**config.mk**
```make
export PLATFORM = sky130hd
export DESIGN_NAME = nco_peak_detector_config
export DESIGN_NICKNAME = d
export VERILOG_FILES = /design/src/rtl/nco_pd_pkg.sv /design/src/rtl/nco_peak_detector_config.sv
export VERILOG_INCLUDE_DIRS = /design/src /design/src/rtl
export SDC_FILE = /design/constraint.sdc
export NUM_CORES = 1
export LEC_CHECK = 0
export ABC_AREA = 1
export ABC_CLOCK_PERIOD_IN_PS = 5200
export BUFFER_PORTS_ARGS = -buffer_cell sky130_fd_sc_hd__buf_2
export CAP_MARGIN = 10
export CORE_MARGIN = 4
export CORE_UTILIZATION = 40
export CTS_CLUSTER_SIZE = 28
export DETAILED_ROUTE_END_ITERATION = 10
export PLACE_DENSITY = 0.58
export REMOVE_ABC_BUFFERS = 1
export SYNTH_ARGS = -nofsm -noshare
export SYNTH_HDL_FRONTEND = slang
export SYNTH_SLANG_ARGS = --single-unit
```
**constraint.sdc**
```tcl
create_clock -name clock -period 5.2 [get_ports clock]
set_input_delay 0 -clock clock [delete_from_list [all_inputs] [get_ports clock]]
set_output_delay 0 -clock clock [all_outputs]
set_load 0.02 [all_outputs]
```
**src/rtl/nco_pd_defines.svh**
```systemverilog
// Register offsets, field positions, reset values and key codes for the oscillator and peak detector config
`ifndef NCO_PD_DEFINES_SVH
`define NCO_PD_DEFINES_SVH
`define DSP_CTRL_ADDR      11'h001
`define FCW_ADDR_LO        11'h002
`define FCW_ADDR_HI        11'h005
`define PD_CTRL_ADDR       11'h006
`define PD_THRESH_ADDR     11'h007
`define PD_WIN_ADDR_LO     11'h008
`define PD_WIN_ADDR_HI     11'h00D
`define PD_STAT_ADDR_LO    11'h00E
`define PD_STAT_ADDR_HI    11'h00F
`define SYNC_CTRL_ADDR     11'h050
`define STATUS_ADDR        11'h056
`define KEY_ADDR           11'h060
`define EXT_ADDR_LO        11'h06B
`define EXT_ADDR_HI        11'h06F
`define OSC_LOAD_BIT       0
`define PD_RESET_BIT       0
`define PD_MODE_BIT        1
`define PD_START_BIT       2
`define SYNC_DEC_BIT       0
`define SYNC_INC_BIT       1
`define SYNC_SEL_BIT       2
`define SYNC_OSC_BIT       4
`define SYNC_BUF_BIT       5
`define SYNC_DIV_BIT       6
`define STATUS_DONE_BIT    0
`define KEY_OPEN           8'h18
`define KEY_CLOSED         8'h00
`define NUM_MSB            17
`define DEN_LSB            18
`define DEN_MSB            36
`define EXT_EN_BIT         39
`define FCW_RESET          32'h00000000
`define EXT_RESET          40'h0000040000
`define THRESH_RESET       8'h00
`define WIN_RESET          48'h000000000000
`define COUNT_RESET        12'h000
`define DELAY_LIMIT        5'sd8
`endif

```
**src/rtl/nco_pd_pkg.sv**
```systemverilog
// Types shared by the oscillator and peak detector config bank
package nco_pd_pkg;
   typedef logic [10:0] reg_addr_t;
   typedef logic [7:0]  reg_byte_t;
   typedef logic [7:0]  sample_t;
   typedef enum logic [0:0] {PD_IDLE, PD_RUN} pd_state_t;
endpackage : nco_pd_pkg

```
**src/rtl/nco_peak_detector_config.sv**
```systemverilog
// Oscillator word staging, extended fraction, peak detector and sync control registers
`timescale 1ns/1ns
`include "nco_pd_defines.svh"

// How it works
// RULE1: Load bit transfers staged word, then self-clears
// RULE2: Frequency word bytes little-endian at 0x02..0x05
// RULE3: Extended register writable only while key held
// RULE4: Software writes zero key when finished
// RULE5: Extended bits 17:0 are fraction numerator
// RULE6: Extended bits 36:18 are 19-bit denominator
// RULE7: Bit 39 enables extended mode; 38:37 ignored
// RULE8: Start bit begins a measurement run
// RULE9: Mode one counts above, zero counts below
// RULE10: Reset bit clears crossing count, self-clears
// RULE11: Threshold is signed eight-bit two's complement
// RULE12: Window length is 48-bit cycle count
// RULE13: Reaching window count sets done flag
// RULE14: Crossing count is 12-bit read-only, resets zero
// RULE15: Sync enables for divider, buffer, oscillator
// RULE16: Sync output selects phase mark or passthrough
// RULE17: Delay inc/dec steps one cycle, limited eight
// RULE18: Status flag clears on zero, one ignored
// RULE19: Extended writes without key are ignored
// RULE20: Word writes staged until load strobe
module nco_peak_detector_config
   import nco_pd_pkg::*;
(
   input  wire logic                  clock,                      // DAC clock
   input  wire logic                  nrst,                       // Synchronous reset, active low
   input  wire logic                  clk_en,                     // Freezes all state while low
   input  wire logic                  wr_en,                      // Register write strobe
   input  wire logic                  rd_en,                      // Register read strobe
   input  wire nco_pd_pkg::reg_addr_t addr,                       // Register byte address
   input  wire nco_pd_pkg::reg_byte_t wr_data,                    // Write data byte
   input  wire nco_pd_pkg::sample_t   sample,                     // Datapath sample, two's complement
   input  wire logic                  sync_input,                 // External sync pin
   input  wire logic                  osc_zero_phase,             // Oscillator zero-phase mark
   output logic [7:0]                 rd_data,                    // Read data byte
   output logic [31:0]                freq_control_word,          // Active oscillator word
   output logic [17:0]                fraction_numerator,         // Active numerator
   output logic [18:0]                fraction_denominator,       // Active denominator
   output logic                       extended_osc_enable,        // Active extended mode
   output logic                       divider_sync_reset,         // Sync reset pulse to divider
   output logic                       input_buffer_sync_reset,    // Sync reset pulse to input buffer
   output logic                       osc_phase_sync_reset,       // Sync reset pulse to oscillator
   output logic                       sync_output,                // Sync output pin
   output logic signed [4:0]          output_delay_offset         // Output interface delay offset
);

   // Configuration state
   logic [31:0]        fcw_stage_r, fcw_stage_nxt;               // Staged frequency word
   logic [39:0]        ext_stage_r, ext_stage_nxt;               // Staged extended word
   logic [31:0]        fcw_r, fcw_nxt;                           // Active word
   logic [39:0]        ext_r, ext_nxt;                           // Active extended word
   logic [7:0]         key_r, key_nxt;                           // Access key
   logic               pd_mode_r, pd_mode_nxt;                   // Count direction
   logic [7:0]         thresh_r, thresh_nxt;                     // Threshold
   logic [47:0]        win_r, win_nxt;                           // Window length
   logic [11:0]        count_r, count_nxt;                       // Crossing count
   logic [47:0]        cyc_r, cyc_nxt;                           // Window cycle counter
   logic               done_r, done_nxt;                         // Window done flag
   pd_state_t          pd_state_r, pd_state_nxt;                 // Detector state
   logic [6:4]         sync_en_r, sync_en_nxt;                   // Sync reset enables
   logic               sync_sel_r, sync_sel_nxt;                 // Sync output source
   logic signed [4:0]  delay_r, delay_nxt;                       // Output delay offset
   logic [1:0]         sync_pin_r;                               // Pin synchroniser
   logic               sync_prev_r;                              // Previous synchronised sync
   logic [7:0]         rd_nxt;                                   // Read mux
   logic [2:0]         sync_pulse_nxt;                           // Sync reset pulses
   logic               sync_out_nxt;                             // Sync output next
   logic               key_ok;                                   // Extended access granted
   logic               sample_hit;                               // Sample crosses threshold

   // Key gate: only the exact open code grants access
   assign key_ok = (key_r == `KEY_OPEN); // RULE3

   // Signed compare so negative thresholds behave
   assign sample_hit = pd_mode_r ? ($signed(sample) > $signed(thresh_r)) // RULE9 RULE11
                                 : ($signed(sample) < $signed(thresh_r));

   // Register writes, load strobe, self-clearing actions and detector
   always_comb
   begin
      fcw_stage_nxt  = fcw_stage_r;
      ext_stage_nxt  = ext_stage_r;
      fcw_nxt        = fcw_r;
      ext_nxt        = ext_r;
      key_nxt        = key_r;
      pd_mode_nxt    = pd_mode_r;
      thresh_nxt     = thresh_r;
      win_nxt        = win_r;
      count_nxt      = count_r;
      cyc_nxt        = cyc_r;
      done_nxt       = done_r;
      pd_state_nxt   = pd_state_r;
      sync_en_nxt    = sync_en_r;
      sync_sel_nxt   = sync_sel_r;
      delay_nxt      = delay_r;
      // Detector runs first so software writes below can override
      unique case (pd_state_r)
         PD_IDLE:
         begin
            cyc_nxt = cyc_r;
         end
         PD_RUN:
         begin
            if (sample_hit && count_r != 12'hFFF)
            begin
               count_nxt = count_r + 12'h001; // RULE9
            end
            if (cyc_r == win_r)
            begin
               done_nxt     = 1'b1; // RULE13
               pd_state_nxt = PD_IDLE;
            end
            else
            begin
               cyc_nxt = cyc_r + 48'h000000000001; // RULE12
            end
         end
      endcase
      if (wr_en)
      begin
         if (addr >= `FCW_ADDR_LO && addr <= `FCW_ADDR_HI)
         begin
            // Lane index wrapped to two bits, else 0x04/0x05 go negative; staged only
            fcw_stage_nxt[8*2'(addr[1:0] - 2'd2) +: 8] = wr_data; // RULE2 RULE20
         end
         else if (addr >= `EXT_ADDR_LO && addr <= `EXT_ADDR_HI)
         begin
            // Locked writes drop silently to protect the fraction
            if (key_ok) // RULE19
            begin
               ext_stage_nxt[8*(32'(addr) - 32'(`EXT_ADDR_LO)) +: 8] = wr_data; // RULE3
            end
         end
         else if (addr >= `PD_WIN_ADDR_LO && addr <= `PD_WIN_ADDR_HI)
         begin
            win_nxt[8*(32'(addr) - 32'(`PD_WIN_ADDR_LO)) +: 8] = wr_data; // RULE12
         end
         else
         begin
            unique case (addr)
               `DSP_CTRL_ADDR:
               begin
                  // Load strobe is never stored, so it reads back zero
                  if (wr_data[`OSC_LOAD_BIT])
                  begin
                     fcw_nxt = fcw_stage_r; // RULE1 RULE20
                     ext_nxt = ext_stage_r;
                  end
               end
               `PD_CTRL_ADDR:
               begin
                  pd_mode_nxt = wr_data[`PD_MODE_BIT];
                  if (wr_data[`PD_RESET_BIT])
                  begin
                     count_nxt = `COUNT_RESET; // RULE10
                  end
                  if (wr_data[`PD_START_BIT])
                  begin
                     pd_state_nxt = PD_RUN; // RULE8
                     cyc_nxt      = 48'h000000000000;
                  end
               end
               `PD_THRESH_ADDR:
               begin
                  thresh_nxt = wr_data; // RULE11
               end
               `STATUS_ADDR:
               begin
                  // Zero clears, one leaves; a done event this cycle wins
                  if (!wr_data[`STATUS_DONE_BIT] && !(pd_state_r == PD_RUN && cyc_r == win_r))
                  begin
                     done_nxt = 1'b0; // RULE18
                  end
               end
               `SYNC_CTRL_ADDR:
               begin
                  sync_en_nxt  = wr_data[`SYNC_DIV_BIT:`SYNC_OSC_BIT]; // RULE15
                  sync_sel_nxt = wr_data[`SYNC_SEL_BIT]; // RULE16
                  // Step bits act on write of one and are not stored
                  if (wr_data[`SYNC_INC_BIT] && !wr_data[`SYNC_DEC_BIT] && delay_r < `DELAY_LIMIT)
                  begin
                     delay_nxt = delay_r + 5'sd1; // RULE17
                  end
                  else if (wr_data[`SYNC_DEC_BIT] && !wr_data[`SYNC_INC_BIT] && delay_r > -`DELAY_LIMIT)
                  begin
                     delay_nxt = delay_r - 5'sd1; // RULE17
                  end
               end
               `KEY_ADDR:
               begin
                  key_nxt = wr_data; // RULE3 RULE4
               end
               default:
               begin
                  key_nxt = key_r;
               end
            endcase
         end
      end
   end

   // Read mux; unmapped addresses read zero, key is write-only
   always_comb
   begin
      rd_nxt = 8'h00;
      if (rd_en)
      begin
         if (addr >= `FCW_ADDR_LO && addr <= `FCW_ADDR_HI)
         begin
            rd_nxt = fcw_stage_r[8*2'(addr[1:0] - 2'd2) +: 8];
         end
         else if (addr >= `EXT_ADDR_LO && addr <= `EXT_ADDR_HI)
         begin
            rd_nxt = ext_stage_r[8*(32'(addr) - 32'(`EXT_ADDR_LO)) +: 8];
         end
         else if (addr >= `PD_WIN_ADDR_LO && addr <= `PD_WIN_ADDR_HI)
         begin
            rd_nxt = win_r[8*(32'(addr) - 32'(`PD_WIN_ADDR_LO)) +: 8];
         end
         else if (addr == `PD_CTRL_ADDR)
         begin
            rd_nxt = {6'h00, pd_mode_r, 1'b0};
         end
         else if (addr == `PD_THRESH_ADDR)
         begin
            rd_nxt = thresh_r;
         end
         else if (addr == `PD_STAT_ADDR_LO)
         begin
            rd_nxt = count_r[7:0]; // RULE14
         end
         else if (addr == `PD_STAT_ADDR_HI)
         begin
            rd_nxt = {4'h0, count_r[11:8]}; // RULE14
         end
         else if (addr == `SYNC_CTRL_ADDR)
         begin
            rd_nxt = {1'b0, sync_en_r, 1'b0, sync_sel_r, 2'b00};
         end
         else if (addr == `STATUS_ADDR)
         begin
            rd_nxt = {7'h00, done_r};
         end
      end
   end

   // Sync pulses fire on rising edge of the synchronised pin
   always_comb
   begin
      sync_pulse_nxt = sync_en_r & {3{sync_pin_r[1] & ~sync_prev_r}}; // RULE15
      sync_out_nxt   = sync_sel_r ? osc_zero_phase : sync_pin_r[1]; // RULE16
   end

   // State registers; everything holds while the clock enable is low
   always_ff @(posedge clock)
   begin
      if (!nrst)
      begin
         fcw_stage_r             <= `FCW_RESET;
         ext_stage_r             <= `EXT_RESET;
         fcw_r                   <= `FCW_RESET;
         ext_r                   <= `EXT_RESET;
         key_r                   <= `KEY_CLOSED;
         pd_mode_r               <= 1'b0;
         thresh_r                <= `THRESH_RESET;
         win_r                   <= `WIN_RESET;
         count_r                 <= `COUNT_RESET; // RULE14
         cyc_r                   <= 48'h000000000000;
         done_r                  <= 1'b0;
         pd_state_r              <= PD_IDLE;
         sync_en_r               <= 3'h0;
         sync_sel_r              <= 1'b0;
         delay_r                 <= 5'sd0;
         sync_pin_r              <= 2'b00;
         sync_prev_r             <= 1'b0;
         rd_data                 <= 8'h00;
         divider_sync_reset      <= 1'b0;
         input_buffer_sync_reset <= 1'b0;
         osc_phase_sync_reset    <= 1'b0;
         sync_output             <= 1'b0;
      end
      else if (clk_en)
      begin
         fcw_stage_r             <= fcw_stage_nxt;
         ext_stage_r             <= ext_stage_nxt;
         fcw_r                   <= fcw_nxt;
         ext_r                   <= ext_nxt;
         key_r                   <= key_nxt;
         pd_mode_r               <= pd_mode_nxt;
         thresh_r                <= thresh_nxt;
         win_r                   <= win_nxt;
         count_r                 <= count_nxt;
         cyc_r                   <= cyc_nxt;
         done_r                  <= done_nxt;
         pd_state_r              <= pd_state_nxt;
         sync_en_r               <= sync_en_nxt;
         sync_sel_r              <= sync_sel_nxt;
         delay_r                 <= delay_nxt;
         sync_pin_r              <= {sync_pin_r[0], sync_input};
         sync_prev_r             <= sync_pin_r[1];
         rd_data                 <= rd_nxt;
         divider_sync_reset      <= sync_pulse_nxt[2];
         input_buffer_sync_reset <= sync_pulse_nxt[1];
         osc_phase_sync_reset    <= sync_pulse_nxt[0];
         sync_output             <= sync_out_nxt;
      end
   end

   // Active fields split from registered words
   assign freq_control_word    = fcw_r;
   assign fraction_numerator   = ext_r[`NUM_MSB:0]; // RULE5
   assign fraction_denominator = ext_r[`DEN_MSB:`DEN_LSB]; // RULE6
   assign extended_osc_enable  = ext_r[`EXT_EN_BIT]; // RULE7
   assign output_delay_offset  = delay_r;

endmodule : nco_peak_detector_config

```
==> flow_summary.ini <==
[setup_path]
arrival_ps = 4020
reg2regPathDepth = 12
worst-r2r-setup-slack_ps = 2200
r2r_end = cyc_r[35]
timing.rr.start = cyc_r[34]
critPathLaunch = addr[3]
crit_path_end_kind = register
start_kind = primary input
crit_required_ps = 5690
path_max_fanout = 13
critical_path_class = in -> reg

[min_path]
whs_path_depth = 6
min_path_type = in -> reg
min_from = addr[0]
hold_end = ext_stage_r[28]

[timing]
drv_slew = 0
fin_crit_sh_pct = 68.0
rsz0062_at_grt = no
timing.final.crit_period_ps = 3530
fmax_mhz = 283
worst_pin_slew_ps = 1020
layout_setup_ws_ps = 1670
holdWs_ps = 72.3
setup-tns-final_ps = 0
final-setup-viol-count = 0
slew_headroom_pct = 32.1
finalHoldViolCount = 0
fin_skew_ps = 17.9

[global_route]
grt_first_pass_wirelength_um = 88100
grt_usage_pct = 24.7
grt_overflow = 0
first_global_vias = 16018
grt_max_degree = 109
antenna_found_initial = 3

[cts]
post_cts_buffers = 0
ctsResizeCount = 0
cts_root_buf = clkbuf_16
clock_latency_ps = 550
clk_pin_slew_ps = 60
cts_tree = done
cts.sinks = 293
clk_path_buf_depth = 3
cts-buffers-inserted = 34
htreeDepth = 2

[drt]
drc = 0
ant_nets = 0
dr.first_iter.drc_count = 1370
num_vias = 16847
wl_per_cell_um = 18.1
wl_um = 56100
viasPerCell = 5.42
firstDrtPassIters = 6

[final_layout]
fillers = 4202
stdcell_count = 3108
drive_gt1_share_pct = 9.57
final-seq-area_mm2 = 0.00587
multi_input_area_mm2 = 0.00893
utilization_pct = 46.4
syn_to_final_growth_pct = 13.9
nets = 2628

[synthesis]
synth_top_family_by_area = simple AND/OR/NAND/NOR gates
yosys.area.top_type = dfxtp_1
async_flop_share_pct = 0
synth-seq-cells = 293
yosysUniqueCellTypes = 50
synth_ff_type = dfxtp_1
synth.area.mux_share_pct = 0
synth_commonest_cells = 438 x nor2_1, 434 x nand2_1, 293 x dfxtp_1
synth_warnings = 0
synth_seq_area_share_pct = 36.1
synth_most_common_cell = nor2_1
synth_area_mm2 = 0.0162
synth_enable_flop_cells = 0
yosys.area_share.simple_pct = 32.2
synth-xor-area-share_pct = 2.91
syn_avg_cell_area_um2 = 6.59
synth_top_area_share_pct = 36.1
synth_cells = 2467
synth_fa_ha_area_share_pct = 2.82
synthTopCellsByArea = dfxtp_1 36%, nor2_1 10%, nand2_1 10%
synth-compound-area-share_pct = 17.0

[power]
p_int_uw = 3880
p_leak_uw = 0.00792
p_per_area_mw_per_mm2 = 282
seq_power_share_pct = 43.1
power_switching_share_pct = 25.6
peakVddDrop_mv = 0.259
clkPwrFrac_pct = 48.7
p_sw_uw = 1330
p_comb_share_pct = 8.2

[floorplanning]
core-area_mm2 = 0.0399
die_w_um = 210
start_util_pct = 40.7
ios = 121
die_h_um = 210
die-area_mm2 = 0.0439
core.rowCount = 73

[run_status]
status = finished clean

[placement]
gp_congestion = 0.982
io_buffers = 120
place_ws_ps = 1220
dpl.cell_count = 3034
dp_hpwl_um = 41800

[job]
cap_viol_max_count = 0
## state kept, by name, summed over array words and instances, names as in the netlist, 2 cells and up
signal               flops
count_r                 12
cyc_r                   48
ext_r                   38
ext_stage_r             40
fcw_stage_r             32
freq_control_word       32
key_r                    8
output_delay_offset      5
rd_data                  8
sync_en_r                3
sync_pin_r               2
thresh_r                 8
win_r                   48
## layout by cell type, fill, tap and decap left out, drive strengths merged
cell type,instances
o31ai,4
nor3b,4
nor2,457
nand3b,3
clkbuf,44
a22oi,1
ha,35
xor2,37
diode,2
nor4,19
bufinv,5
fa,1
o211ai,24
o21bai,2
buf,136
a311oi,1
or2,2
dlygate4sd3,13
a31oi,7
o2111ai,6
clkinv,12
a21oi,196
and2,1
o311ai,3
a211oi,19
nand3,177
nor3,59
nand2,441
o221ai,3
nand4,49
dfxtp,293
inv,273
o21ai,216
o32ai,1
a2bb2oi,1
o21a,4
a21o,3
xnor2,17
o22ai,12
## per-layer routing
metal	track usage, %	share of wire [%]	vias up
li1	-	-	8334
met1	32.6	44	7859
met2	41.6	47	545
met3	3.35	5.7	109
met4	8.84	3.6	0
met5	0	0	-
## worst max path at each step
stage,to,depth (start not counted)
2_1_floorplan,ext_stage_r[0],21
3_3_place_gp,ext_stage_r[1],23
3_5_place_dp,ext_stage_r[4],23
4_1_cts,ext_stage_r[4],23
5_1_grt,ext_stage_r[0],23
6_report,ext_stage_r[35],17
## worst max-delay path, stage by stage
cell and delay (ps):
buf_2 170, inv_2 250, ha_1 240, nand2_1 100
inv_1 80, nand2_2 200, a31oi_1 240, o21ai_1 90
nand2_1 320, inv_2 250, nor2_4 210, nand4_1 220
nor2_1 840, inv_1 280, nor2_4 320, nor2_1 70
nor2_1 120
## power by group through the flow
| stage | logic (uW) | registers [uW] | clock network (uW) |
|---|---|---|---|
| 2_1_floorplan | 236 | 2300 | 0 |
| 3_5_place_dp | 411 | 2300 | 0 |
| 6_report | 427 | 2250 | 2540 |
| 4_1_cts | 420 | 2250 | 2580 |
| 5_1_grt | 468 | 2250 | 2660 |
| 3_3_place_gp | 408 | 2300 | 0 |
## layout make-up
type | instances | share of cell area (%)
multi-input cells | 1805 | 48.2
flip-flops and latches | 293 | 31.7
inverters | 275 | 5.58
clock buffers | 44 | 5.07
repair buffers | 149 | 4.61
well taps | 525 | 3.55
clock inverters | 15 | 1.22
diodes | 2 | 0.0270
## logic make-up after synthesis
logic type | Yosys count
AOI/OAI and AO/OA | 503
and+or+nand+nor | 1212
xor gates and xnor gates | 54
DFF | 293
adders and majority gates | 36
buffers and inverters | 369
## per-stage QoR
| step | power (uW) | instance area, um2 |
|---|---|---|
| CTS | 5250 | 18500 |
| finish | 5220 | 18500 |
| floorplan | 2530 | 15800 |
| global route | 5380 | 18500 |
| detailed placement | 2710 | 17200 |
| global placement | 2710 | 17200 |
## what timing repair did
item,CTS,global route
hold buffers,13,0
setup endpoints to repair,0,0
endpoints found under the hold margin,36,0
No activity file was read; power rests on OpenSTA's default activity.
